**config.mk**
```make
export PLATFORM = sky130hd
export DESIGN_NAME = codec_host_ctrl
export DESIGN_NICKNAME = d
export VERILOG_FILES = /design/src/codec_host_pkg.sv /design/src/lane_ctl_if.sv /design/src/codec_host_ctrl.sv /design/src/frame_lane.sv
export SDC_FILE = /design/constraint.sdc
export NUM_CORES = 1
export LEC_CHECK = 0
export BUFFER_PORTS_ARGS = -buffer_cell sky130_fd_sc_hd__buf_4
export CORE_UTILIZATION = 28
export DETAILED_ROUTE_END_ITERATION = 12
export GPL_TIMING_DRIVEN = 0
export PLACE_DENSITY = 0.53
export SLEW_MARGIN = 30
export SYNTH_ARGS = -nofsm -noshare
export SYNTH_HDL_FRONTEND = slang
export SYNTH_SLANG_ARGS = --single-unit
```
**constraint.sdc**
```tcl
create_clock -name core_clk -period 2.75 [get_ports core_clk]
set_clock_uncertainty 0.1 [all_clocks]
set_input_delay 0 -clock core_clk [delete_from_list [all_inputs] [get_ports core_clk]]
set_output_delay 0 -clock core_clk [all_outputs]
set_load 0.03 [all_outputs]
```
**src/codec_host_pkg.sv**
```systemverilog
// codec host controller: shared constants, register map and types
// assumes a 100 MHz core clock; all times are converted to cycles here
package codec_host_pkg;

	// ----------------------------------------------------------------
	// clocking
	// ----------------------------------------------------------------
	localparam int unsigned CLK_PERIOD_NS = 10;
	localparam int unsigned BCLK_HALF_NS = 40;
	localparam int unsigned BCLK_HALF_CYC = BCLK_HALF_NS / CLK_PERIOD_NS;
	localparam logic [2:0] BCLK_HALF_LAST = 3'(BCLK_HALF_CYC - 1);
	localparam int unsigned SPI_HALF_NS = 500;
	localparam int unsigned SPI_HALF_CYC = SPI_HALF_NS / CLK_PERIOD_NS;
	localparam logic [5:0] SPI_HALF_LAST = 6'(SPI_HALF_CYC - 1);

	// ----------------------------------------------------------------
	// serial frame
	// ----------------------------------------------------------------
	localparam int unsigned WORD_W = 32;
	localparam logic [4:0] FRAME_LAST = 5'h1f;
	localparam logic [4:0] HALF_LAST = 5'h0f;
	localparam logic [4:0] SPI_LAST_BIT = 5'h17;
	localparam logic [4:0] SPI_BITS = 5'h18;

	// ----------------------------------------------------------------
	// register map
	// ----------------------------------------------------------------
	localparam int unsigned ADDR_W = 8;
	localparam logic [7:0] ADDR_CTRL = 8'h00;
	localparam logic [7:0] ADDR_SPI_CMD = 8'h04;
	localparam logic [7:0] ADDR_STATUS = 8'h08;
	localparam logic [7:0] ADDR_TX_A = 8'h10;
	localparam logic [7:0] ADDR_TX_B = 8'h14;
	localparam logic [7:0] ADDR_TX_C = 8'h18;
	localparam logic [7:0] ADDR_TX_AUX = 8'h1c;
	localparam logic [7:0] ADDR_RX_A = 8'h20;
	localparam logic [7:0] ADDR_RX_B = 8'h24;
	localparam int unsigned CTRL_POWER_UP = 0;
	localparam int unsigned CTRL_I2C = 1;
	localparam int unsigned CTRL_POL = 2;
	localparam int unsigned CTRL_DEEMPH = 3;
	localparam int unsigned CTRL_HOLD = 4;
	localparam logic [31:0] CTRL_RESET = 32'h0000_0000;
	localparam logic [31:0] WORD_RESET = 32'h0000_0000;
	localparam logic [1:0] RESP_OKAY = 2'h0;
	localparam logic [1:0] RESP_SLVERR = 2'h2;

	typedef enum logic [1:0] {SPI_IDLE, SPI_LOW, SPI_HIGH} spiState_t;

endpackage

```
**src/lane_ctl_if.sv**
```systemverilog
// frame timing strobes shared by every serial lane
// assumes all strobes are one-cycle pulses on core_clk
`timescale 1ns/1ps
`default_nettype none

interface lane_ctl_if;
	logic loadStrobe;
	logic shiftStrobe;
	logic sampleStrobe;
	modport ctrl (output loadStrobe, output shiftStrobe, output sampleStrobe);
	modport lane (input loadStrobe, input shiftStrobe, input sampleStrobe);
endinterface

`default_nettype wire

```
**src/codec_host_ctrl.sv**
```systemverilog
// host controller for a six-channel codec: serial audio master,
// auxiliary source, spi control master, power-down and pin straps.
// assumes an axi4-lite master on core_clk and codec pins outside it.
//
// Contract
// - serial_in_a carries dac 1/2 samples, also the one-line input.
// - serial_in_b carries dac 3/4 samples.
// - serial_in_c carries dac 5/6 samples.
// - bit clock shifts data; edge follows the clock polarity bit.
// - word clock runs at sample rate; alignment follows the format.
// - aux word clock at sample rate, driven by source in slave mode.
// - aux bit clock shifts aux data, driven by source in slave mode.
// - control interface clock moves control bits in and out.
// - shared_addr0_select is address bit in i2c, chip select low in spi.
// - shared_addr1_datain is address bit in i2c, data in for spi.
// - control data pin is i2c data, or spi data out.
// - after power-down rises, host clears chip reset before operation.
//
// The AXI4-Lite interface to the registers and the register addresses were chosen for this implementation.
`timescale 1ns/1ps
`default_nettype none

module codec_host_ctrl (
	input wire logic core_clk,
	input wire logic srst,
	input wire logic [codec_host_pkg::ADDR_W-1:0] awaddr,
	input wire logic awvalid,
	output logic awready,
	input wire logic [31:0] wdata,
	input wire logic [3:0] wstrb,
	input wire logic wvalid,
	output logic wready,
	output logic [1:0] bresp,
	output logic bvalid,
	input wire logic bready,
	input wire logic [codec_host_pkg::ADDR_W-1:0] araddr,
	input wire logic arvalid,
	output logic arready,
	output logic [31:0] rdata,
	output logic [1:0] rresp,
	output logic rvalid,
	input wire logic rready,
	output logic serialInA,
	output logic serialInB,
	output logic serialInC,
	input wire logic serialOutA,
	input wire logic serialOutB,
	output logic portBitClock,
	output logic portWordClock,
	output logic deemphPinN,
	input wire logic overloadFlag,
	output logic auxDataIn,
	output logic auxWordClock,
	output logic auxBitClock,
	output logic frameRepeatReq,
	output logic controlFormatSel,
	output logic controlInterfaceClock,
	output logic sharedAddr0SelectN,
	output logic sharedAddr1Datain,
	input wire logic controlDataPin,
	output logic powerDownInputN
);
	import codec_host_pkg::*;

	lane_ctl_if laneCtl ();

	logic [3:0] syncAQ, syncBQ;
	logic ovlSync, cdoutSync, rxASync, rxBSync;
	logic [2:0] divQ, divD;
	logic [4:0] bitCntQ, bitCntD;
	logic bitClkD, wordClkD, holdD, toggle, shiftEdge, sampleEdge;
	logic frameStart;
	logic [31:0] ctrlQ, ctrlD, txAQ, txAD, txBQ, txBD, txCQ, txCD;
	logic [31:0] txAuxQ, txAuxD, rxAWord, rxBWord, rdataD;
	logic wrReadyQ, wrReadyD, rdReadyD, bvalidD, rvalidD, spiStart;
	logic [1:0] brespD, rrespD;
	logic [7:0] wAddr, rAddr;
	spiState_t spiStateQ, spiStateD;
	logic [5:0] spiDivQ, spiDivD;
	logic [4:0] spiBitQ, spiBitD, spiEdgeQ;
	logic [23:0] spiShiftQ, spiShiftD;
	logic [7:0] readShiftQ, readShiftD, readByteQ, readByteD;
	logic spiClkD, csND, doutD;

	function automatic logic [31:0] merge(input logic [31:0] old,
		input logic [31:0] data, input logic [3:0] strb);
		logic [31:0] res;
		res = old;
		for (int i = 0; i < 4; i++) begin
			if (strb[i]) begin
				res[8*i +: 8] = data[8*i +: 8];
			end
		end
		return res;
	endfunction

	// ----------------------------------------------------------------
	// pin synchronisers
	// ----------------------------------------------------------------
	always_ff @(posedge core_clk) begin
		if (srst) begin
			syncAQ <= 4'h0;
			syncBQ <= 4'h0;
		end else begin
			syncAQ <= {serialOutA, serialOutB, overloadFlag, controlDataPin};
			syncBQ <= syncAQ;
		end
	end
	assign {rxASync, rxBSync, ovlSync, cdoutSync} = syncBQ;

	// ----------------------------------------------------------------
	// frame timer: bit clock and word clock made by dividing core_clk
	// ----------------------------------------------------------------
	always_comb begin
		toggle = (divQ == BCLK_HALF_LAST);
		divD = toggle ? 3'h0 : 3'(divQ + 3'h1);
		bitClkD = toggle ? !portBitClock : portBitClock;
		// data changes on the edge the device does not latch on
		shiftEdge = toggle && (bitClkD == ctrlQ[CTRL_POL]);
		sampleEdge = toggle && (bitClkD != ctrlQ[CTRL_POL]);
		frameStart = shiftEdge && (bitCntQ == FRAME_LAST);
		bitCntD = shiftEdge ? 5'(bitCntQ + 5'h1) : bitCntQ;
		wordClkD = portWordClock;
		holdD = frameRepeatReq;
		if (frameStart) begin
			wordClkD = 1'b1;
			// request changes only at a frame boundary, whole frames held
			holdD = ctrlQ[CTRL_HOLD];
		end else if (shiftEdge && bitCntQ == HALF_LAST) begin
			wordClkD = 1'b0;
		end
	end

	always_ff @(posedge core_clk) begin
		if (srst) begin
			divQ <= 3'h0;
			bitCntQ <= FRAME_LAST;
			portBitClock <= 1'b0;
			portWordClock <= 1'b0;
			auxBitClock <= 1'b0;
			auxWordClock <= 1'b0;
			frameRepeatReq <= 1'b0;
		end else begin
			divQ <= divD;
			bitCntQ <= bitCntD;
			portBitClock <= bitClkD;
			portWordClock <= wordClkD;
			auxBitClock <= bitClkD;
			auxWordClock <= wordClkD;
			frameRepeatReq <= holdD;
		end
	end

	assign laneCtl.loadStrobe = frameStart;
	assign laneCtl.shiftStrobe = shiftEdge && !frameStart;
	assign laneCtl.sampleStrobe = sampleEdge;

	// ----------------------------------------------------------------
	// serial lanes
	// ----------------------------------------------------------------
	frame_lane laneA (.core_clk(core_clk), .srst(srst), .ctl(laneCtl),
		.txWord(txAQ), .rxBit(rxASync), .txBit(serialInA),
		.rxWord(rxAWord));
	frame_lane laneB (.core_clk(core_clk), .srst(srst), .ctl(laneCtl),
		.txWord(txBQ), .rxBit(rxBSync), .txBit(serialInB),
		.rxWord(rxBWord));
	frame_lane laneC (.core_clk(core_clk), .srst(srst), .ctl(laneCtl),
		.txWord(txCQ), .rxBit(1'b0), .txBit(serialInC),
		.rxWord());
	frame_lane laneAux (.core_clk(core_clk), .srst(srst), .ctl(laneCtl),
		.txWord(txAuxQ), .rxBit(1'b0), .txBit(auxDataIn),
		.rxWord());

	// ----------------------------------------------------------------
	// axi4-lite register slave
	// ----------------------------------------------------------------
	always_comb begin
		ctrlD = ctrlQ;
		txAD = txAQ;
		txBD = txBQ;
		txCD = txCQ;
		txAuxD = txAuxQ;
		wrReadyD = 1'b0;
		rdReadyD = 1'b0;
		bvalidD = bvalid;
		brespD = bresp;
		rvalidD = rvalid;
		rrespD = rresp;
		rdataD = rdata;
		spiStart = 1'b0;
		wAddr = {awaddr[7:2], 2'h0};
		rAddr = {araddr[7:2], 2'h0};
		if (bvalid && bready) begin
			bvalidD = 1'b0;
		end
		if (rvalid && rready) begin
			rvalidD = 1'b0;
		end
		if (awvalid && wvalid && !bvalid && !wrReadyQ) begin
			wrReadyD = 1'b1;
		end
		if (arvalid && !rvalid && !arready) begin
			rdReadyD = 1'b1;
		end
		if (wrReadyQ) begin
			bvalidD = 1'b1;
			brespD = RESP_OKAY;
			case (wAddr)
				ADDR_CTRL: ctrlD = merge(ctrlQ, wdata, wstrb);
				// busy, i2c strap or powered down: command dropped
				ADDR_SPI_CMD: spiStart = (spiStateQ == SPI_IDLE) &&
					!ctrlQ[CTRL_I2C] && ctrlQ[CTRL_POWER_UP];
				ADDR_TX_A: txAD = merge(txAQ, wdata, wstrb);
				ADDR_TX_B: txBD = merge(txBQ, wdata, wstrb);
				ADDR_TX_C: txCD = merge(txCQ, wdata, wstrb);
				ADDR_TX_AUX: txAuxD = merge(txAuxQ, wdata, wstrb);
				ADDR_STATUS, ADDR_RX_A, ADDR_RX_B: brespD = RESP_OKAY;
				default: brespD = RESP_SLVERR;
			endcase
		end
		if (arready) begin
			rvalidD = 1'b1;
			rrespD = RESP_OKAY;
			case (rAddr)
				ADDR_CTRL: rdataD = ctrlQ;
				ADDR_SPI_CMD: rdataD = {8'h00, spiShiftQ};
				ADDR_STATUS: rdataD = {16'h0000, readByteQ, 6'h00, ovlSync,
					spiStateQ != SPI_IDLE};
				ADDR_TX_A: rdataD = txAQ;
				ADDR_TX_B: rdataD = txBQ;
				ADDR_TX_C: rdataD = txCQ;
				ADDR_TX_AUX: rdataD = txAuxQ;
				ADDR_RX_A: rdataD = rxAWord;
				ADDR_RX_B: rdataD = rxBWord;
				default: begin
					rdataD = WORD_RESET;
					rrespD = RESP_SLVERR;
				end
			endcase
		end
	end

	always_ff @(posedge core_clk) begin
		if (srst) begin
			ctrlQ <= CTRL_RESET;
			txAQ <= WORD_RESET;
			txBQ <= WORD_RESET;
			txCQ <= WORD_RESET;
			txAuxQ <= WORD_RESET;
			wrReadyQ <= 1'b0;
			arready <= 1'b0;
			bvalid <= 1'b0;
			bresp <= RESP_OKAY;
			rvalid <= 1'b0;
			rresp <= RESP_OKAY;
			rdata <= WORD_RESET;
			powerDownInputN <= 1'b0;
			controlFormatSel <= 1'b0;
			deemphPinN <= 1'b1;
		end else begin
			ctrlQ <= ctrlD;
			txAQ <= txAD;
			txBQ <= txBD;
			txCQ <= txCD;
			txAuxQ <= txAuxD;
			wrReadyQ <= wrReadyD;
			arready <= rdReadyD;
			bvalid <= bvalidD;
			bresp <= brespD;
			rvalid <= rvalidD;
			rresp <= rrespD;
			rdata <= rdataD;
			powerDownInputN <= ctrlQ[CTRL_POWER_UP];
			controlFormatSel <= ctrlQ[CTRL_I2C];
			deemphPinN <= !ctrlQ[CTRL_DEEMPH];
		end
	end
	assign awready = wrReadyQ;
	assign wready = wrReadyQ;

	// ----------------------------------------------------------------
	// spi control master: 24 bits msb first, device latches on rise
	// ----------------------------------------------------------------
	always_comb begin
		spiStateD = spiStateQ;
		spiDivD = spiDivQ;
		spiBitD = spiBitQ;
		spiShiftD = spiShiftQ;
		readShiftD = readShiftQ;
		readByteD = readByteQ;
		spiClkD = controlInterfaceClock;
		csND = sharedAddr0SelectN;
		doutD = sharedAddr1Datain;
		unique case (spiStateQ)
			SPI_IDLE: begin
				if (spiStart) begin
					spiShiftD = wdata[23:0];
					doutD = wdata[23];
					csND = 1'b0;
					spiBitD = SPI_LAST_BIT;
					spiDivD = 6'h00;
					spiStateD = SPI_LOW;
				end
			end
			SPI_LOW: begin
				spiDivD = 6'(spiDivQ + 6'h01);
				if (spiDivQ == SPI_HALF_LAST) begin
					spiDivD = 6'h00;
					spiClkD = 1'b1;
					readShiftD = {readShiftQ[6:0], cdoutSync};
					spiStateD = SPI_HIGH;
				end
			end
			SPI_HIGH: begin
				spiDivD = 6'(spiDivQ + 6'h01);
				if (spiDivQ == SPI_HALF_LAST) begin
					spiDivD = 6'h00;
					spiClkD = 1'b0;
					if (spiBitQ == 5'h00) begin
						csND = 1'b1;
						readByteD = readShiftQ;
						spiStateD = SPI_IDLE;
					end else begin
						spiBitD = 5'(spiBitQ - 5'h01);
						spiShiftD = {spiShiftQ[22:0], 1'b0};
						doutD = spiShiftQ[22];
						spiStateD = SPI_LOW;
					end
				end
			end
		endcase
	end

	always_ff @(posedge core_clk) begin
		if (srst) begin
			spiStateQ <= SPI_IDLE;
			spiDivQ <= 6'h00;
			spiBitQ <= 5'h00;
			spiShiftQ <= 24'h000000;
			readShiftQ <= 8'h00;
			readByteQ <= 8'h00;
			controlInterfaceClock <= 1'b0;
			sharedAddr0SelectN <= 1'b1;
			sharedAddr1Datain <= 1'b0;
		end else begin
			spiStateQ <= spiStateD;
			spiDivQ <= spiDivD;
			spiBitQ <= spiBitD;
			spiShiftQ <= spiShiftD;
			readShiftQ <= readShiftD;
			readByteQ <= readByteD;
			controlInterfaceClock <= spiClkD;
			sharedAddr0SelectN <= csND;
			sharedAddr1Datain <= doutD;
		end
	end

	// ----------------------------------------------------------------
	// checks
	// ----------------------------------------------------------------
	// helper: rising clock edges inside one select window
	always_ff @(posedge core_clk) begin
		if (srst || spiStart) begin
			spiEdgeQ <= 5'h00;
		end else if (!controlInterfaceClock && spiClkD) begin
			spiEdgeQ <= 5'(spiEdgeQ + 5'h01);
		end
	end
endmodule

`default_nettype wire

```
**src/frame_lane.sv**
```systemverilog
// one serial lane: 32-bit word out msb first, 32-bit word in msb first
// assumes strobes from the frame timer; rxBit already synchronised
`timescale 1ns/1ps
`default_nettype none

module frame_lane (
	input wire logic core_clk,
	input wire logic srst,
	lane_ctl_if.lane ctl,
	input wire logic [31:0] txWord,
	input wire logic rxBit,
	output logic txBit,
	output logic [31:0] rxWord
);
	import codec_host_pkg::*;

	logic [31:0] txShiftQ, txShiftD, rxShiftQ, rxShiftD, rxWordD;

	// ----------------------------------------------------------------
	// shifters
	// ----------------------------------------------------------------
	always_comb begin
		txShiftD = txShiftQ;
		rxShiftD = rxShiftQ;
		rxWordD = rxWord;
		if (ctl.loadStrobe) begin
			txShiftD = txWord;
			// a frame is complete once the next one starts
			rxWordD = rxShiftQ;
		end else if (ctl.shiftStrobe) begin
			txShiftD = {txShiftQ[30:0], 1'b0};
		end
		if (ctl.sampleStrobe) begin
			rxShiftD = {rxShiftQ[30:0], rxBit};
		end
	end

	always_ff @(posedge core_clk) begin
		if (srst) begin
			txShiftQ <= WORD_RESET;
			rxShiftQ <= WORD_RESET;
			rxWord <= WORD_RESET;
		end else begin
			txShiftQ <= txShiftD;
			rxShiftQ <= rxShiftD;
			rxWord <= rxWordD;
		end
	end

	assign txBit = txShiftQ[31];

endmodule

`default_nettype wire

```
Word-level counts from Yosys, hierarchy flattened
Index checks and enable logic that the tools add are counted.
{"block": "op_classes", "n_addsub": 4, "eq_ne": 29, "mux": 49, "n_reduce_logical": 63}
{"cell": "one-hot mux 32 bit (9 select lines)", "n": 1}
{"cell": "two-way mux 32 bit", "n": 8}
{"cell": "two-way mux 24 bit", "n": 3}
{"cell": "AND reduction 3 bit", "n": 23}
{"cell": "== test 6 x 3 -> 1 bit (second input constant)", "n": 8}
{"cell": "one-hot mux 24 bit (2 select lines)", "n": 1}
{"cell": "== test 6 x 4 -> 1 bit (second input constant)", "n": 4}
{"cell": "two-way mux 1 bit", "n": 20}
{"cell": "OR reduction 9 bit", "n": 2}
{"cell": "two-way mux 5 bit", "n": 3}
{"cell": "logical AND 1 bit", "n": 14}
{"cell": "nonzero test 2 bit", "n": 7}
{"cell": "== test 6 x 1 -> 1 bit (second input constant)", "n": 2}
{"cell": "== test 6 x 2 -> 1 bit (second input constant)", "n": 2}
{"cell": "zero test 6 bit", "n": 2}
{"cell": "two-way mux 6 bit", "n": 2}
{"cell": "one-hot mux 6 bit (2 select lines)", "n": 1}
{"cell": "two-way mux 2 bit", "n": 5}
{"cell": "inequality test 2 bit (second input constant)", "n": 5}
{"cell": "one-hot mux 5 bit (2 select lines)", "n": 1}
{"cell": "zero test 1 bit", "n": 8}
{"cell": "AND reduction 4 bit", "n": 2}
{"cell": "adder 6 x 1 -> 6 bit (second input constant)", "n": 1}
{"cell": "== test 6 bit (second input constant)", "n": 1}
{"cell": "other kinds (16)", "n": 19}
{"block": "word_totals", "regBits": 534, "input_bits": 63, "output_inout_bits": 56, "elab_cells": 199}

Logic depth before layout (Yosys ltp)
Gate-level depths: netlist (run 1).
{"block": "depth", "ltp_word": 9, "mapped_depth": 9, "mapped_depth_nobuf": 7}

Hierarchy
From an unflattened synthesis (run 1), not the netlist that was laid out.
{"block": "hier_totals", "hier_cells": 2669, "area_unflattened_um2": 27087.2}
{"mod": "frame_lane", "instances": 4, "cells_each": 350, "area_each_um2": 3777.4, "seq_area_each_um2": 1921.8}
{"mod": "codec_host_ctrl", "instances": 1, "cells_each": 1269, "area_each_um2": 11977.7, "seq_area_each_um2": 5505.3}

Worst setup path before layout (run 1)
Ideal clock, no wire load.
{"block": "synth_path", "path_type": "flip-flop to flip-flop", "from": "reg bitCntQ[0]", "to": "reg laneAux.txShiftQ[10]", "setup_time_ns": 0.137, "arrival_time_ns": 1.980, "t_required_ns": 2.513, "setup_slack_ns": 0.533, "path_stages_with_launch": 9, "path_buffers": 3, "synth_period_minus_slack_ns": 2.217, "path_cell_list": "dfxtp_1 > ha_1 > and3_1 > ha_1 > clkbuf_1 > clkbuf_1 > clkbuf_1 > mux2i_1 > a211oi_1"}
{"block": "synth_between", "elab_chain_len": 5, "word_cells_on_any_way": 6, "classes_between": "1 x eq/ne; 1 x mux; 4 x reduce/logical"}
{"item": "from (decl)", "line_no": "codec_host_ctrl.sv:70", "source": "logic [4:0] bitCntQ, bitCntD;"}
{"item": "from (signal assigned)", "line_no": "codec_host_ctrl.sv:145", "source": "bitCntQ <= bitCntD;"}
{"item": "== test 5 bit *", "line_no": "codec_host_ctrl.sv:121", "source": "frameStart = shiftEdge && (bitCntQ == FRAME_LAST);"}
{"item": "logical AND 1 bit *", "line_no": "codec_host_ctrl.sv:121"}
{"item": "zero test 1 bit", "line_no": "codec_host_ctrl.sv:155", "source": "assign laneCtl.shiftStrobe = shiftEdge && !frameStart;"}
{"item": "logical AND 1 bit", "line_no": "codec_host_ctrl.sv:155"}
{"item": "nonzero test 2 bit (no source line)"}
{"item": "to (signal assigned)", "line_no": "frame_lane.sv:44", "source": "txShiftQ <= txShiftD;"}
{"item": "to (decl)", "line_no": "frame_lane.sv:17", "source": "logic [31:0] txShiftQ, txShiftD, rxShiftQ, rxShiftD, rxWordD;"}
Every way passes the cells marked *; elsewhere a longest branch is shown, timed or not.
A chain may end at the register's enable or synchronous reset.

Worst setup path after layout (run 1)
{"block": "layout_path", "from": "in awaddr[4] (netlist bit)", "to": "reg txCQ[25]"}
{"block": "layout_between", "elab_chain_len": 2}
{"item": "from (decl)", "line_no": "codec_host_ctrl.sv:26", "source": "input wire logic [codec_host_pkg::ADDR_W-1:0] awaddr,"}
{"item": "== test 6 x 3 -> 1 bit", "line_no": "codec_host_ctrl.sv:208", "source": "case (wAddr)"}
{"item": "AND reduction 3 bit (no source line)"}
{"item": "to (signal assigned)", "line_no": "codec_host_ctrl.sv:264", "source": "txCQ <= txCD;"}
{"item": "to (decl)", "line_no": "codec_host_ctrl.sv:73", "source": "logic [31:0] ctrlQ, ctrlD, txAQ, txAD, txBQ, txBD, txCQ, txCD;"}
No other way between the ends.

==> flow_summary.ini, run 1 <==
[layout]
finalNonFillerCells = 3639
areaGrowthSynthToFinish_pct = 22.55
fin_util = 0.3483
fin_nets = 2633
drive_gt1_frac = 0.1231

[outcome]
status = finished, final reports clean

[place]
dp_cells = 3473
place.gp.congestion = 0.9030
pre_cts_ws_ns = -0.3704
dp_hpwl_um = 59360
numPortBuffers = 110

[synthesis]
yosys_warnings = 0
avgSynthCellArea_um2 = 9.305
yosysMostFrequentCell = dfxtp_1
synth_area_mm2 = 0.02169
synth_top_family_by_area = compound AO/OA/AOI/OAI gates
synthDominantCellAreaShare = 0.4901
synth_cell_types = 58
yosys-top-cells-area = dfxtp_1 (49%), mux2i_1 (15%), nor2_1 (5.8%)
synth_top_cell_by_area = dfxtp_1
synth-compound-area-share = 0.1587
async_flop_share = 0
synth_fa_ha_area_frac = 0.006345
synth_mux_area_frac = 0.1454
syn_inst = 2331
yosys-top-cells-count = dfxtp_1 (531), nor2_1 (336), nand2_1 (327), mux2i_1 (315), clkbuf_1 (169)
synth_xor_area_frac = 0.003634
synthFlopType = dfxtp_1
synth.ff_latch_count = 531
synthSimpleGateAreaFrac = 0.1573
seq_area_frac_synth = 0.4901
synth_edf_count = 0

[detailed_routing]
wirelength_um = 76080
drc = 0
ant_nets = 0
drtIter0Drc = 1451
wire_per_inst_um = 20.91
drt_first_pass_iters = 6
vias = 18160
vias_per_cell = 4.991

[setup_path]
required_ns = 3.13
critPathMaxFanout = 8
cp-end-kind = register
crit_arrival_ns = 3.10
crit_type = in2reg
startpoint_type = primary input

[timing]
setup_viol = 0
fmax_mhz = 366.9
slew_violations = 0
rsz0062_at_grt = true
final.setup.worst_slack_ns = 0.02476
min_period_ns = 2.725
worstMarginPinSlew_ns = 1.028
finalHoldViolCount = 0
maxSlewHeadroom = 0.3149
post-route-period-util = 0.9910

[cts]
clk_latency_ns = 0.61
path_clk_slew_ns = 0.06
htree_num_levels = 2
cts.path.max_buffers = 3
cts-root-buf = clkbuf_16
clock_sinks = 531
cts_setup_buffers = 0
cts_tree = built
cts_buffers = 57

[global_route]
grt_pass1_vias = 18150
grt_pass1_wl_um = 114000
grt_max_degree = 15
grt_overflow = 0
antenna_found_initial = 0
grt_usage = 0.1922

[die]
coreArea_mm2 = 0.07633
rows = 101
io_pins = 119
die_x_um = 280.3
die-area_mm2 = 0.07858
initial_core_util = 0.2842
dieHeight_um = 280.3

[power]
combPwrFrac = 0.056
p_per_area_mw_per_mm2 = 652.7
sw_frac_of_total = 0.2329
pwr-share-seq = 0.451
p_int_mw = 13.31
p_leak_nw = 10.74
clkPwrFrac = 0.492
switchingPower_mw = 4.041
ir_worst_vdd_v = 0.0004099

[worst_hold_path]
min_path_type = in2reg

[job]
cap_violations = 0
==> worst paths after layout <==
| path | slack, ns | depth (start not counted) | endpoint | from |
|---|---|---|---|---|
| worst max-delay path | 0.02 | 8 | txCQ[25] | awaddr[4] |
| worst min register to register | 0.33 | 2 | laneA.rxShiftQ[0] | syncBQ[3] |
| worst max register to register | 0.19 | 6 | spiShiftQ[14] | spiStateQ[0] |
| worst min-delay path | 0.05 | 3 | syncAQ[0] | controlDataPin |
==> power groups by stage <==
| stage | logic (mW) | registers [mW] | clock network [mW] |
|---|---|---|---|
| 5_1_grt | 1.05 | 7.83 | 8.97 |
| 3_3_place_gp | 0.885 | 8.00 | 0 |
| 4_1_cts | 0.977 | 7.83 | 8.67 |
| 6_report | 0.978 | 7.83 | 8.54 |
| 2_1_floorplan | 0.491 | 8.00 | 0 |
| 3_5_place_dp | 0.905 | 8.00 | 0 |
==> metrics by stage <==
step | hold WS [ns] | setup TNS, ns | total power, mW | area, um2
floorplan | 0.01940 | 0 | 8.489 | 21690
global placement | 0.1170 | -25.86 | 8.885 | 23810
detailed placement | 0.1150 | -25.28 | 8.907 | 23840
CTS | 0.01829 | 0 | 17.47 | 26550
global route | 0.04064 | -0.1457 | 17.85 | 26580
finish | 0.04516 | 0 | 17.35 | 26580
==> area by class of cell <==
type / count / area [um2]
Timing Repair Buffer: 170 / 1426
Buffer: 190 / 829.5
Tap cell: 1030 / 1289
Fill cell: 7851 / 49750
Multi-Input combinational cell: 1595 / 10260
Antenna cell: 2 / 5.005
Sequential cell: 531 / 10630
Inverter: 14 / 52.55
Clock buffer: 75 / 1637
Clock inverter: 32 / 455.4
==> kinds of logic after synthesis <==
family                     count (synthesis)
buffers and inverters                    206
muxes                                    315
AOI/OAI and AO/OA                        465
and+or+nand+nor                          793
adders and majority gates                 11
other                                      1
xor gates and xnor gates                   9
DFF                                      531
==> timing repair <==
action	4_1_cts	5_1_grt
hold endpoints to repair	207	0
hold buffers	59	0
gates resized for setup	23	38
setup endpoints to repair	142	225
==> metal layers <==
metal,vias to the layer above,share of wire,GRT usage
met5,-,0,0
met4,0,0.032,0.06669
met1,8797,0.45,0.2529
met3,119,0.051,0.02257
li1,8745,-,-
met2,501,0.47,0.3233
==> critical path, stage by stage <==
cell,delay [ns]
dlygate4sd3_1,0.54
buf_4,0.12
or4b_1,0.50
nor3b_2,0.65
nand3_2,0.42
mux2i_1,0.26
dlygate4sd3_1,0.57
nor2_1,0.04
==> state kept, by name, indices dropped and copies added, names as in the netlist, 6 cells and up <==
name and count:
txBQ 32, readByteQ 8, laneB.rxShiftQ 32, laneA.rxWord 32
rdata 32, laneA.txShiftQ 32, txAQ 32, spiDivQ 6
laneAux.txShiftQ 32, spiShiftQ 23, txCQ 32, laneC.txShiftQ 32
txAuxQ 32, laneA.rxShiftQ 32, readShiftQ 8, laneB.rxWord 32
ctrlQ 32, laneB.txShiftQ 32
==> cells in the final DEF, fill, tap and decap left out, types with 8 or more instances in the layout <==
master and instances:
ha_1 11, clkbuf_2 33, mux2i_1 315, dlygate4sd3_1 58, a22o_1 27, a21oi_1 160
clkbuf_8 10, a211oi_1 140, a222oi_1 66, a211oi_2 24, clkbuf_1 139, o31a_1 10
dfxtp_1 531, inv_1 14, a22oi_1 16, nand2_1 327, nand3_2 8, clkbuf_16 59
nand3_1 29, nor2b_1 14, buf_4 120, bufinv_16 11, and3_1 24, nor2_1 335
clkinv_2 14
(Power assumes the default switching activity.)
==> run 2, diff against run 1 <==
--- a/config.mk
+++ b/config.mk
@@ -9,7 +9,7 @@
 export CORE_UTILIZATION = 28
 export DETAILED_ROUTE_END_ITERATION = 12
 export GPL_TIMING_DRIVEN = 0
-export PLACE_DENSITY = 0.53
+export PLACE_DENSITY = 0.39
 export SLEW_MARGIN = 30
 export SYNTH_ARGS = -nofsm -noshare
 export SYNTH_HDL_FRONTEND = slang
==> constraint.sdc (replaced) <==
create_clock -name core_clk -period 2.75 [get_ports core_clk]
set_clock_uncertainty 0.1 [all_clocks]
set_input_delay 0.1375 -clock core_clk [delete_from_list [all_inputs] [get_ports core_clk]]
set_output_delay 0.1375 -clock core_clk [all_outputs]
set_load 0.03 [all_outputs]
==> flow_summary.ini, run 2 (synthesis results as in run 1) <==
[outcome]
status = finished, final reports clean

[timing]
fmax_mhz = 376.3
setup_viol = 0
whs_ns = 0.04488
maxSlewHeadroom = 0.3675
rsz0062_at_grt = true
post-route-period-util = 0.9665
finalHoldViolCount = 0
slew_violations = 0
worstMarginPinSlew_ns = 0.9487
min_period_ns = 2.658

[power]
ir_worst_vdd_v = 0.0005416
p_leak_nw = 10.72
power_mw = 17.34
p_per_area_mw_per_mm2 = 653.8

[cts]
cts_buffers = 61
clk_latency_ns = 0.63
path_clk_slew_ns = 0.06
clock_sinks = 531
cts.path.max_buffers = 3
htree_num_levels = 2
cts_tree = built
cts-root-buf = clkbuf_16

[die]
die_x_um = 280.3
die-area_mm2 = 0.07858
rows = 101
initial_core_util = 0.2842
coreArea_mm2 = 0.07633
dieHeight_um = 280.3
io_pins = 119

[detailed_routing]
drtIter0Drc = 1310
wirelength_um = 81330
ant_nets = 0
vias = 17850
vias_per_cell = 4.912
wire_per_inst_um = 22.37
drt_first_pass_iters = 9
drc = 0

[setup_path]
critPathTopFamily = buffers and inverters
critPathMaxFanout = 10
required_ns = 3.13
crit_type = reg2reg
critical_path.n_buffers_inverters = 3
path_cells = ha_1, and3_1, ha_1, clkbuf_1, buf_4, buf_4, mux2i_1, a211oi_1
cp-end-kind = register
crit_arrival_ns = 3.04
crit_path_top_delay_cell = dfxtp_1
max_stage_delay_ns = 0.38
startpoint_type = register

[global_route]
grt_max_degree = 16
grt_pass1_wl_um = 119300
grt_overflow = 0
grt_pass1_vias = 17990
antenna_found_initial = 1
grt_usage = 0.2057

[place]
numPortBuffers = 110
place.gp.congestion = 0.8453
dp_hpwl_um = 63960

[layout]
seq_area_mm2 = 0.01063
final_common_cell = dfxtp_1
mostFrequentLayoutCells = dfxtp_1 (531), nor2_1 (335), nand2_1 (327)
areaGrowthSynthToFinish_pct = 22.25
multi_input_area_mm2 = 0.01026
drive_gt1_frac = 0.1244
fin_nets = 2628
fill_cells = 7965
fin_util = 0.3474

[job]
cap_violations = 0

[worst_hold_path]
min_path_type = in2reg
-- run 2: power breakdown --
part	internal, mW	total, mW	switching [mW]
logic	0.320	0.988	0.668
registers	7.77	7.83	0.0623
clock network	5.16	8.52	3.36
total	13.2	17.3	4.09
-- run 2: final timing paths --
kind                                 start                    to  slack [ns]  depth (start not counted)
worst max register to register  bitCntQ[0]  laneAux.txShiftQ[22]        0.09                          8
worst max-delay path            bitCntQ[0]  laneAux.txShiftQ[22]        0.09                          8
worst min register to register     divQ[0]               divQ[0]        0.33                          1
worst min-delay path                  srst            spiBitQ[4]        0.04                          3
-- run 2: cell type report --
| type | count | area share |
|---|---|---|
| Antenna cell | 1 | 0.00009437 |
| Multi-Input combinational cell | 1595 | 0.3869 |
| Sequential cell | 531 | 0.4009 |
| Inverter | 14 | 0.001982 |
| Timing Repair Buffer | 160 | 0.04992 |
| Clock inverter | 21 | 0.009861 |
| Buffer | 191 | 0.03223 |
| Tap cell | 1030 | 0.04860 |
| Clock buffer | 92 | 0.06960 |
-- run 2: worst min-delay path, stage by stage --
cell	delay, ns
clkbuf_1	0.23
inv_1	0.19
a32o_1	0.18
-- run 2: per-stage QoR --
stage / std cells / area, um2 / TNS [ns] / setup slack (ns)
finish: 3635 / 26520 / 0 / 0.09223
global route: 3634 / 26520 / -0.0004121 / -0.0004121
CTS: 3635 / 26490 / 0 / 0.001341
detailed placement: 3473 / 23840 / -54.07 / -0.7294
global placement: 3472 / 23810 / -61.08 / -0.8396
floorplan: 2332 / 21690 / 0 / 0.5325
-- run 2: repair_timing --
item / CTS / global route
gates resized for setup: 35 / 30
hold buffers: 49 / 0
setup endpoints to repair: 170 / 200
endpoints found under the hold margin: 196 / 0
setup buffers: 0 / 0
-- run 2: layer usage --
| layer | GRT usage | up-vias | share of wire |
|---|---|---|---|
| met1 | 0.2775 | 8620 | 0.47 |
| li1 | - | 8741 | - |
| met3 | 0.02790 | 91 | 0.044 |
| met5 | 0 | - | 0 |
| met2 | 0.3423 | 402 | 0.47 |
| met4 | 0.05464 | 0 | 0.025 |
